--- src/rtl/csss_regs.svh ---
// register offsets, field positions and reset values for the scan start selector
//
// Overview of operation
// - masking off ignores both channel mask registers
// - masking on in modes 101 and 111 scans only mask-selected channels
// - mode 000 starts on busy-bit write
// - mode 001 starts on timer 0 overflow
// - mode 010 starts on timer 2 overflow
// - mode 011 starts on timer 1 overflow
// - mode 100 starts on timer 3 overflow
// - mode 110 repeats on mux-selected channel
// - mode 111 unmasked steps first to last
// - masked mode 101 does one scan pass
// - masked mode 111 scans mask channels forever
// - busy write one starts only allowed modes
`ifndef CSSS_REGS_SVH
`define CSSS_REGS_SVH

// ==================================================
// register offsets
`define CSSS_OFS_CONFIG 3'h0
`define CSSS_OFS_CONTROL 3'h1
`define CSSS_OFS_MASK_LOW 3'h2
`define CSSS_OFS_MASK_HIGH 3'h3
`define CSSS_OFS_MUX_SELECT 3'h4
`define CSSS_OFS_SCAN_FIRST 3'h5
`define CSSS_OFS_SCAN_LAST 3'h6

// ==================================================
// field positions
`define CSSS_BUSY_BIT 4
`define CSSS_CHAN_MSB 3

// ==================================================
// reset values
`define CSSS_RST_CONFIG 8'h00
`define CSSS_RST_MASK 8'h00
`define CSSS_RST_CHAN 4'h0
`define CSSS_RST_RDATA 8'h00

`endif

--- src/rtl/csss_pkg.sv ---
// types shared by the scan start selector
package csss_pkg;

  // ==================================================
  // start of conversion mode codes
  typedef enum logic [2:0] {
    CSSS_MODE_SW = 3'b000,
    CSSS_MODE_T0 = 3'b001,
    CSSS_MODE_T2 = 3'b010,
    CSSS_MODE_T1 = 3'b011,
    CSSS_MODE_T3 = 3'b100,
    CSSS_MODE_SINGLE_SCAN = 3'b101,
    CSSS_MODE_CONT_MUX = 3'b110,
    CSSS_MODE_CONT_RANGE = 3'b111
  } csss_mode_t;

  // ==================================================
  // configuration register layout
  typedef struct packed {
    logic scan_mask_enable;
    csss_mode_t start_mode_select;
    logic multi_chan_enable;
    logic [2:0] accum_select;
  } csss_config_t;

  // ==================================================
  // register port request
  typedef struct packed {
    logic [2:0] addr;
    logic [7:0] wdata;
    logic wr;
    logic rd;
  } csss_bus_req_t;

  // ==================================================
  // sequencer states
  typedef enum logic [0:0] {
    CSSS_ST_IDLE = 1'b0,
    CSSS_ST_CONV = 1'b1
  } csss_state_t;

endpackage

--- src/rtl/csss_top.sv ---
// start source and scan channel selection for the capacitive sense converter
//
// The placing of the registers and the plain strobed port were left to the implementer.
`timescale 1ns/1ps
`include "csss_regs.svh"

module csss_top #(
  parameter int NUM_CH = 16
) (
  // clock and reset
  input wire logic clk,
  input wire logic rst_b,
  // register port
  input wire csss_pkg::csss_bus_req_t bus_req,
  output logic [7:0] rd_data,
  // timer overflow pulses, index is timer number
  input wire logic [3:0] timer_ovf,
  // converter handshake
  input wire logic conv_done,
  output logic conv_start,
  output logic [3:0] conv_channel,
  output logic conv_busy
);
  import csss_pkg::*;

  // ==================================================
  // reset synchroniser
  logic rst_meta_reg;
  logic rst_sync_reg;

  always_ff @(posedge clk or negedge rst_b)
  begin
    if (!rst_b)
    begin
      rst_meta_reg <= 1'b0;
      rst_sync_reg <= 1'b0;
    end
    else
    begin
      rst_meta_reg <= 1'b1;
      rst_sync_reg <= rst_meta_reg;
    end
  end

  // ==================================================
  // configuration registers
  csss_config_t config_reg;
  logic [7:0] mask_low_reg;
  logic [7:0] mask_high_reg;
  logic [3:0] mux_select_reg;
  logic [3:0] scan_first_reg;
  logic [3:0] scan_last_reg;
  logic wr_config;
  logic wr_control;

  assign wr_config = bus_req.wr && (bus_req.addr == `CSSS_OFS_CONFIG);
  assign wr_control = bus_req.wr && (bus_req.addr == `CSSS_OFS_CONTROL);

  // bit 3 of the configuration is read-only and stays zero
  always_ff @(posedge clk or negedge rst_sync_reg)
  begin
    if (!rst_sync_reg)
    begin
      config_reg <= `CSSS_RST_CONFIG;
    end
    else if (wr_config)
    begin
      config_reg.scan_mask_enable <= bus_req.wdata[7];
      config_reg.start_mode_select <= csss_mode_t'(bus_req.wdata[6:4]);
      config_reg.accum_select <= bus_req.wdata[2:0];
    end
  end

  // ==================================================
  // channel mask registers, low byte holds channels 7..0
  always_ff @(posedge clk or negedge rst_sync_reg)
  begin
    if (!rst_sync_reg)
    begin
      mask_low_reg <= `CSSS_RST_MASK;
      mask_high_reg <= `CSSS_RST_MASK;
    end
    else if (bus_req.wr && (bus_req.addr == `CSSS_OFS_MASK_LOW))
    begin
      mask_low_reg <= bus_req.wdata;
    end
    else if (bus_req.wr && (bus_req.addr == `CSSS_OFS_MASK_HIGH))
    begin
      mask_high_reg <= bus_req.wdata;
    end
  end

  // ==================================================
  // channel selects for the mux and the range scan
  always_ff @(posedge clk or negedge rst_sync_reg)
  begin
    if (!rst_sync_reg)
    begin
      mux_select_reg <= `CSSS_RST_CHAN;
      scan_first_reg <= `CSSS_RST_CHAN;
      scan_last_reg <= `CSSS_RST_CHAN;
    end
    else if (bus_req.wr && (bus_req.addr == `CSSS_OFS_MUX_SELECT))
    begin
      mux_select_reg <= bus_req.wdata[`CSSS_CHAN_MSB:0];
    end
    else if (bus_req.wr && (bus_req.addr == `CSSS_OFS_SCAN_FIRST))
    begin
      scan_first_reg <= bus_req.wdata[`CSSS_CHAN_MSB:0];
    end
    else if (bus_req.wr && (bus_req.addr == `CSSS_OFS_SCAN_LAST))
    begin
      scan_last_reg <= bus_req.wdata[`CSSS_CHAN_MSB:0];
    end
  end

  // ==================================================
  // effective channel mask
  logic [15:0] chan_mask;
  logic masking;
  csss_mode_t mode;

  assign masking = config_reg.scan_mask_enable;
  assign mode = config_reg.start_mode_select;
  // upper channels beyond NUM_CH are never selected by the mask scans; mux select and scan range are not limited
  assign chan_mask = {mask_high_reg, mask_low_reg} & 16'((17'h1 << NUM_CH) - 17'h1);

  // lowest masked channel at or above a starting point
  function automatic logic [4:0] find_masked(input logic [15:0] mask, input logic [4:0] from);
    logic [4:0] res;
    res = 5'h10;
    for (int i = 15; i >= 0; i--)
    begin
      if (mask[i] && (5'(i) >= from))
      begin
        res = 5'(i);
      end
    end
    return res;
  endfunction

  // ==================================================
  // start source decode
  logic sw_start;
  logic trigger;
  logic reserved_mode;

  assign sw_start = wr_control && bus_req.wdata[`CSSS_BUSY_BIT];
  assign reserved_mode = !masking && (mode == CSSS_MODE_SINGLE_SCAN);

  always_comb
  begin
    trigger = 1'b0;
    unique case (mode)
      CSSS_MODE_SW: trigger = sw_start;
      CSSS_MODE_T0: trigger = timer_ovf[0];
      CSSS_MODE_T2: trigger = timer_ovf[2];
      CSSS_MODE_T1: trigger = timer_ovf[1];
      CSSS_MODE_T3: trigger = timer_ovf[3];
      CSSS_MODE_SINGLE_SCAN: trigger = sw_start && !reserved_mode;
      CSSS_MODE_CONT_MUX: trigger = sw_start;
      CSSS_MODE_CONT_RANGE: trigger = sw_start;
    endcase
  end

  // ==================================================
  // channel for the first conversion of a run
  csss_state_t state_reg;
  logic conv_start_reg;
  logic [3:0] conv_channel_reg;
  logic [4:0] first_masked;
  logic [4:0] next_masked;
  logic [4:0] wrap_masked;
  logic scan_mode;
  logic first_ok;
  logic [3:0] first_chan;

  assign scan_mode = masking && ((mode == CSSS_MODE_SINGLE_SCAN) || (mode == CSSS_MODE_CONT_RANGE));
  assign first_masked = find_masked(chan_mask, 5'h00);
  assign next_masked = find_masked(chan_mask, {1'b0, conv_channel_reg} + 5'h01);
  assign wrap_masked = next_masked[4] ? first_masked : next_masked;

  always_comb
  begin
    first_ok = 1'b1;
    first_chan = mux_select_reg;
    if (scan_mode)
    begin
      // an empty mask gives nothing to scan
      first_ok = !first_masked[4];
      first_chan = first_masked[3:0];
    end
    else if (mode == CSSS_MODE_CONT_RANGE)
    begin
      first_chan = scan_first_reg;
    end
  end

  // ==================================================
  // channel that follows a finished conversion
  logic cont_ok;
  logic [3:0] cont_chan;

  always_comb
  begin
    cont_ok = 1'b0;
    cont_chan = conv_channel_reg;
    unique case (mode)
      CSSS_MODE_SINGLE_SCAN:
      begin
        // one pass, stop after the last masked channel
        cont_ok = masking && !next_masked[4];
        cont_chan = next_masked[3:0];
      end
      CSSS_MODE_CONT_MUX:
      begin
        cont_ok = 1'b1;
        cont_chan = mux_select_reg;
      end
      CSSS_MODE_CONT_RANGE:
      begin
        if (masking)
        begin
          cont_ok = !wrap_masked[4];
          cont_chan = wrap_masked[3:0];
        end
        else
        begin
          cont_ok = 1'b1;
          cont_chan = (conv_channel_reg == scan_last_reg) ? scan_first_reg : conv_channel_reg + 4'h1;
        end
      end
      default:
      begin
        cont_ok = 1'b0;
      end
    endcase
  end

  // ==================================================
  // conversion sequencer
  always_ff @(posedge clk or negedge rst_sync_reg)
  begin
    if (!rst_sync_reg)
    begin
      state_reg <= CSSS_ST_IDLE;
      conv_start_reg <= 1'b0;
      conv_channel_reg <= `CSSS_RST_CHAN;
    end
    else
    begin
      conv_start_reg <= 1'b0;
      unique case (state_reg)
        CSSS_ST_IDLE:
        begin
          if (trigger && first_ok)
          begin
            state_reg <= CSSS_ST_CONV;
            conv_start_reg <= 1'b1;
            conv_channel_reg <= first_chan;
          end
        end
        CSSS_ST_CONV:
        begin
          if (conv_done)
          begin
            if (cont_ok)
            begin
              conv_start_reg <= 1'b1;
              conv_channel_reg <= cont_chan;
            end
            else
            begin
              state_reg <= CSSS_ST_IDLE;
            end
          end
        end
      endcase
    end
  end

  // ==================================================
  // run start and run end events
  logic run_start;
  logic run_end;

  assign run_start = (state_reg == CSSS_ST_IDLE) && trigger && first_ok;
  assign run_end = (state_reg == CSSS_ST_CONV) && conv_done && !cont_ok;

  // ==================================================
  // busy flag, own flop so the output is registered
  logic conv_busy_reg;

  always_ff @(posedge clk or negedge rst_sync_reg)
  begin
    if (!rst_sync_reg)
    begin
      conv_busy_reg <= 1'b0;
    end
    else if (run_start)
    begin
      conv_busy_reg <= 1'b1;
    end
    else if (run_end)
    begin
      conv_busy_reg <= 1'b0;
    end
  end

  // ==================================================
  // read data, one cycle after the read strobe
  logic [7:0] rd_data_reg;
  logic [7:0] rd_next;

  always_comb
  begin
    rd_next = 8'h00;
    unique case (bus_req.addr)
      `CSSS_OFS_CONFIG: rd_next = {config_reg.scan_mask_enable, config_reg.start_mode_select,
                                   1'b0, config_reg.accum_select};
      `CSSS_OFS_CONTROL: rd_next = 8'(conv_busy_reg) << `CSSS_BUSY_BIT;
      `CSSS_OFS_MASK_LOW: rd_next = mask_low_reg;
      `CSSS_OFS_MASK_HIGH: rd_next = mask_high_reg;
      `CSSS_OFS_MUX_SELECT: rd_next = {4'h0, mux_select_reg};
      `CSSS_OFS_SCAN_FIRST: rd_next = {4'h0, scan_first_reg};
      `CSSS_OFS_SCAN_LAST: rd_next = {4'h0, scan_last_reg};
      default: rd_next = 8'h00;
    endcase
  end

  always_ff @(posedge clk or negedge rst_sync_reg)
  begin
    if (!rst_sync_reg)
    begin
      rd_data_reg <= `CSSS_RST_RDATA;
    end
    else
    begin
      rd_data_reg <= bus_req.rd ? rd_next : 8'h00;
    end
  end

  // ==================================================
  // outputs
  assign rd_data = rd_data_reg;
  assign conv_start = conv_start_reg;
  assign conv_channel = conv_channel_reg;
  assign conv_busy = conv_busy_reg;

endmodule // csss_top

--- config.mk ---
export PLATFORM = sky130hd
export DESIGN_NAME = csss_top
export DESIGN_NICKNAME = d
export VERILOG_FILES = /design/src/rtl/csss_pkg.sv /design/src/rtl/csss_top.sv
export VERILOG_INCLUDE_DIRS = /design/src /design/src/rtl
export SDC_FILE = /design/constraint.sdc
export NUM_CORES = 1
export LEC_CHECK = 0
export ABC_AREA = 1
export BUFFER_PORTS_ARGS = -buffer_cell sky130_fd_sc_hd__buf_4
export CAP_MARGIN = 20
export CORE_MARGIN = 2
export CORE_UTILIZATION = 64
export CTS_CLUSTER_DIAMETER = 100
export DETAILED_ROUTE_END_ITERATION = 12
export GPL_ROUTABILITY_DRIVEN = 0
export MAX_ROUTING_LAYER = met4
export PLACE_DENSITY = 0.89
export SYNTH_ARGS = -nofsm -noshare
export SYNTH_HDL_FRONTEND = slang
export SYNTH_SLANG_ARGS = --single-unit
--- constraint.sdc ---
create_clock -name clk -period 2.7 [get_ports clk]
set_input_delay 0.27 -clock clk [delete_from_list [all_inputs] [get_ports clk]]
set_output_delay 0.27 -clock clk [all_outputs]
set_load 0.01 [all_outputs]
# Word-level counts from Yosys, hierarchy flattened
# Cells that the tools add are included.
# Widths: inputs -> output; s select.
[word_totals]
in_bits = 20
memories = 0
register_bits = 52
latch_bits = 0
ram_bits = 0
romBits = 0
wordCells = 159
out_inout_bits = 14
[op_classes]
muxes = 56
n_bitwise = 4
eq_ne = 18
shift = 0
order_cmp = 16
mul = 0
n_div = 0
addsub = 2
n_reduce_logical = 48
[ops]
columns = ["cell", "n"]
rows = [
  ["$mux 5", 33],
  ["$pmux 8 s7", 1],
  ["$ge 4x5->1 const A", 8],
  ["$logic_and 1x1->1", 33],
  ["$mux 4", 7],
  ["$eq 3x3->1 const B", 7],
  ["$ge 3x5->1 const A", 4],
  ["$eq 3x2->1 const B", 4],
  ["$pmux 4 s3", 1],
  ["$ge 1x5->1 const A", 2],
  ["$ge 2x5->1 const A", 2],
  ["$mux 1", 8],
  ["$mux 8", 1],
  ["$pmux 4 s2", 1],
  ["$eq 3x1->1 const B", 2],
  ["$logic_not 1->1", 6],
  ["$logic_not 3->1", 2],
  ["$pmux 1 s6", 1],
  ["$add 4x1->5 const B", 1],
  ["$add 4x1->4 const B", 1],
  ["$eq 4x4->1", 1],
  ["$ne 2x2->1 const B", 2],
  ["$ne 4x1->1 const B", 1],
  ["$not 1->1", 4],
  ["other kinds (9)", 11],
]

# Depth between registers and ports, before layout
[depth]
depth_word = 27
mapped_depth = 28
depth_no_buf = 27

# Worst setup path after synthesis
# Ideal clock, no wire load.
[synth_timing]
path_type = "flip-flop to flip-flop"
start = "reg conv_channel_reg[0], in the netlist conv_channel[0]"
end = "reg conv_channel_reg[0], in the netlist conv_channel[0]"
synth_period_minus_slack_ps = 2484
arrival_ps = 2367
path_buffers = 1
setup_slack_ps = 216
path_stages_with_launch = 22
setup_time_ps = 117
required_ps = 2583
cell_sequence = "dfrtp_1 buf_4 inv_1 ha_1 inv_1 nand2_1 nor2_2 nand2_1 nand2_1 nand2_1 nand2_1 nand2_1 nor2_4 nand3_4 nand3_2 nand3_2 nand3_2 nand2_4 o21ai_2 inv_2 nand2_1 nand2_1"
[synth_between]
elab_chain_cells = 25
elab_cells_between_ends = 65
[synth_lines]
columns = ["element", "line", "rtl"]
rows = [
  ["from (decl)", "csss_top.sv:170", "logic [3:0] conv_channel_reg;"],
  ["from (signal assigned)", "csss_top.sv:248", "conv_channel_reg <= `CSSS_RST_CHAN;"],
  ["from (signal assigned)", "csss_top.sv:260", "conv_channel_reg <= first_chan;"],
  ["from (signal assigned)", "csss_top.sv:270", "conv_channel_reg <= cont_chan;"],
  ["$add 4x1->5", "csss_top.sv:180", "assign next_masked = find_masked(chan_mask, {1'b0, conv_channel_reg} + 5'h01);"],
  ["$ge 4x5->1", "csss_top.sv:134", "if (mask[i] && (5'(i) >= from))"],
  ["$logic_and 1x1->1", "csss_top.sv:134", ""],
  ["$mux 5 (16 in a row)", "csss_top.sv:134", ""],
  ["$mux 5", "csss_top.sv:181", "assign wrap_masked = next_masked[4] ? first_masked : next_masked;"],
  ["$mux 4 / $logic_not 1->1 (equally long branches)", "csss_top.sv:222, csss_top.sv:224", ""],
  ["$pmux 4 s3 / $mux 1 (equally long branches)", "csss_top.sv:208, csss_top.sv:222", ""],
  ["$mux 4 / $pmux 1 s3 (equally long branches)", "csss_top.sv:267, csss_top.sv:208", ""],
  ["$mux 4 / $ne 2x1->1 (equally long branches)", "-", ""],
  ["$pmux 4 s2 / $reduce_and 4->1 (equally long branches)", "-", ""],
]
# Parallel ways exist; a longest one is shown, timed or not. The select of a mux whose other input is x is not followed.
# A chain may end at the register's enable or synchronous reset.

# Final worst setup path
[layout_timing]
start = "reg conv_channel_reg[0], in the netlist conv_channel[0]"
end = "reg conv_channel_reg[3], in the netlist conv_channel[3]"
# The elaborated chain is that of the path after synthesis.

==> results by stage <==
Setup path:
- Among all stages on the critical path, the largest delay is contributed by dfrtp_2.
- The worst reg2reg path depth is 18.
- The reg-to-reg endpoint is conv_channel[3]$_DFFE_PN0P_.
- The classification of the worst setup path is flop to flop.
- The category of the worst setup path launch point is a flop.
- Across all register-to-register paths, the minimum setup slack is between 150 and 200 ps.
- Traced cell by cell, the critical path runs through inv_2, ha_4, inv_1, nand2_1, nor2_2, nand2_1, nand2_1, nand2_1, nand2_1, nand2_1, nor2_4, nand3_4, nand3_2, nand3_2, nand3_2, nand2_4, o211ai_1, o21ai_1.
- The highest fanout seen on the critical path is 8.
- The cell that appears most often on the critical path is nand2_1.
- In this design, the stage delay of the slowest critical-path cell is 460 ps.
- The arrival time at the worst endpoint is around 2700 ps.
- The origin of the critical flop-to-flop path is conv_channel[0]$_DFFE_PN0P_.
- The critical path required time is approximately 2900 ps.
- The beginning of the critical path is conv_channel[0]$_DFFE_PN0P_.
- The worst setup path is captured at a flop.

Place:
- Including well taps, the total number of placed cells is 568.
- Once placement finished, the instance area stood at about 3700 µm².
- The post-DP HPWL is roughly 7100 µm.
- The count of buffers from port buffering is 33.

Timing:
- In this run the tightest slew margin relative to its limit is a little over half.
- The transition at the pin with the smallest max-transition slack is roughly 710 ps.
- In the finished design, the share of the clock period the worst path needs comes to 92.71%.
- For this run, the top clock speed supported by timing is between 300 and 400 MHz.
- Clock skew on the completed layout was measured at 5.217 ps.
- Setup violations remaining at the end of the flow were counted as 0.
- The count of pins over their slew limit is 0.
- The total negative slack is 0 ps.
- Setup repair after global routing left no endpoint under its margin.
- The number of endpoints with negative hold slack in the final report was 0.
- After layout, the minimum clock period comes to about 2500 ps.

CTS:
- Clock tree synthesis found a total of 52 sinks.
- The number of buffers added by the clock tree synthesis step is 5.
- The CTS tree is done.
- The latest clock arrival within the worst-skew pair is 310 ps.
- The cell at the root of the clock tree is clkbuf_8.
- The clock-pin transition on the worst setup and hold timing paths is 100 ps.
- The H-tree was split into 2 levels.
- Counting along the longest clock path gives a buffer depth of 2.

Floorplan:
- The area of the core is around 5100 µm².
- For this design the top-level I/O count stands at 34.
- The width of the chip is between 70 and 80 µm.
- For this configuration, the core starts out at a cell density of between 60% and 70%.
- The die covers about 5800 µm².
- From bottom edge to top edge, the die measures around 76 µm.
- The floorplan has 26 rows.

Synthesis:
- The most used flip-flop cell after synthesis is dfrtp_1.
- The count of distinct cell types in the synthesized netlist is 39.
- In the post-synthesis netlist, the biggest area contributors are dfrtp_1 39%, nand2_1 13%, o21ai_0 9.5%.
- Sequential elements use between 30% and 40% of the synthesized area.
- The synthesized area per cell is a little over 7 µm².
- The async set-reset flop share out of synthesis is 100.0%.
- Counting every net in the synthesized netlist gives just under 500.
- The count of flip-flops with a built-in enable after synthesis is 0.
- After synthesis, the largest area contributor takes up slightly below 40% of total cell area.
- During synthesis, Yosys emitted a total of 0 warnings.
- After technology mapping, the gate count stands at 469.
- The synthesized netlist occupies a cell area of between 3000 and 4000 µm².
- The number of synthesized register bits is 52.
- dfrtp_1 takes more of the synthesized area than any other cell.

Finish:
- The area growth from synthesis to layout is 14.14%.
- The final non-filler cell total is between 500 and 600.
- The repair_antennas step left the layout with diodes totalling 0.
- At the end of the flow, the number of nets in the layout was roughly 530.
- The post-layout utilization of the core is between 70% and 80%.
- The finished layout cell area is between 3000 and 4000 µm².
- The ratio of cells with drive above 1 in the final layout is between 10% and 20%.

Power:
- The power share of the sequential group is a little over a third.
- The internal power summed over all cells is around 1700 µW.
- Dividing total power by cell area gives a power density of 859.9 nW/µm².
- The clock network power share is a little over an eighth.
- The switching fraction of total power is between 40% and 50%.
- For this design the static power due to leakage is about 0.0019 µW.
- Of the total power, combinational logic draws 51.4%.
- Across the VDD grid, the largest voltage drop is between 0.5 and 0.6 mV.
- Summed over all nets, the switching power comes to 1565 µW.

Route:
- In this run, the number of DRC markers left after iteration 0 of detailed routing was roughly 390.
- The first-pass iteration count of the detailed router is 6.
- The count of antenna-violating nets left after detailed routing is 0.
- The detailed router placed 3510 vias in this run.
- The DRC violations left is 0.
- The post-detailed-route wirelength per cell is approximately 16 µm.
- The overall routed net length is 9173 µm.
- The number of vias per cell is about 6.1.

Global route:
- The global routing usage summed across all routing layers is about a third.
- The initial antenna violation count is 0.
- The aggregate global routing overflow is 0.
- The number of global-route vias before repair came to about 3200.
- The first global-routing pass estimated between 10000 and 15000 µm of wire.
- Entering global routing, the biggest net connects just over 50 pins.

Worst hold path:
- The path type of the worst min-delay path is flop to async pin.

Job:
- The max-cap violation count is 0.

Outcome:
- The flow ran to the end, and the final reports show no timing, DRC or antenna violations.
-- placed cells by master, fill, tap and decap left out, types with 4 or more instances in the layout --
master	count
nand2_2	6
xor2_1	4
o21ai_1	6
a21oi_1	17
nand4_1	6
inv_1	67
nand2_1	113
nand3_1	19
nor2_4	5
nor3_1	8
o211ai_1	5
clkbuf_8	5
inv_2	7
dfrtp_1	49
o22ai_1	9
buf_4	37
nand3_2	4
o21ai_2	6
o21ai_0	64
nor2_1	35
-- what timing repair did --
action	CTS	global route
endpoints found under the hold margin	2	0
endpoints found under the setup margin	0	6
gates resized for setup	0	5
hold buffers	1	0
buffers inserted	0	1
-- metal layers --
layer  vias to the layer above  GRT usage (%)  share of wire (%)  wire [µm]
li1                       1614              -                  -          -
met1                      1615          42.02                 39       3587
met2                       234          51.86                 46       4263
met3                        47          6.635                 10        954
met4                         0          14.73                4.0        367
met5                         -              -                  0          0
-- how the worst max path moves through the flow --
stage | to | slack (ps)
after floorplan | conv_channel[0]$_DFFE_PN0P_ | 220
after CTS | conv_channel[3]$_DFFE_PN0P_ | 40
final | conv_channel[3]$_DFFE_PN0P_ | 200
after global routing | conv_channel[3]$_DFFE_PN0P_ | 2
after global placement | conv_channel[0]$_DFFE_PN0P_ | 220
after detailed placement | conv_channel[3]$_DFFE_PN0P_ | 60
-- per-stage QoR --
| stage | total power [µW] | worst slack [ps] | hold WS, ps |
|---|---|---|---|
| global route | 3518 | 2.230 | 110.0 |
| floorplan | 2310 | 215.9 | -25.59 |
| finish | 3292 | 196.9 | 93.90 |
| global placement | 2691 | 217.0 | 52.18 |
| CTS | 3202 | 43.47 | 186.7 |
| detailed placement | 2754 | 64.79 | 52.42 |
-- layout make-up --
class | instances | area (µm²)
Multi-Input combinational cell | 334 | 1747
Sequential cell | 52 | 1305
Clock inverter | 3 | 22.52
Clock buffer | 5 | 68.82
Inverter | 76 | 290.3
Fill cell | 418 | 1246
Timing Repair Buffer | 39 | 307.8
Tap cell | 70 | 87.58
-- power by group through the flow --
| stage | clock (µW) | sequential (µW) | combinational (µW) |
|---|---|---|---|
| after floorplan | 0 | 1100 | 1210 |
| after global placement | 0 | 1150 | 1540 |
| after detailed placement | 0 | 1160 | 1600 |
| after CTS | 455 | 1140 | 1610 |
| after global routing | 489 | 1170 | 1860 |
| final | 448 | 1150 | 1690 |
-- cell usage after synthesis (6+ instances only) --
cell type  instances
a21oi_1           17
dfrtp_1           52
inv_1             68
inv_2              6
nand2_1          113
nand2_2            6
nand3_1           19
nand4_1            6
nor2_1            35
nor3_1             8
o21ai_0           64
o21ai_1            7
o22ai_1            9
-- critical path: cells and delay by family (launching register included) --
family,cells,cell delay (ps)
AO/OA/AOI/OAI,2,210
adder cells (fa/ha/maj),1,220
buffers and inverters,2,220
flip-flops,1,460
AND/OR/NAND/NOR,13,1290
-- cell families (layout without fill, tap and decap cells) --
logic type      count (synthesis)  count (layout)  synth area share, %
simple gates                  207             207                29.02
compound gates                118             118                19.92
xor+xnor                        4               4                1.044
flops                          52              52                38.79
other cells                     1               1               0.1118
buf+inv                        83             123                9.623
fa+ha+maj                       4               4                1.492
(Power assumes the default switching activity.)
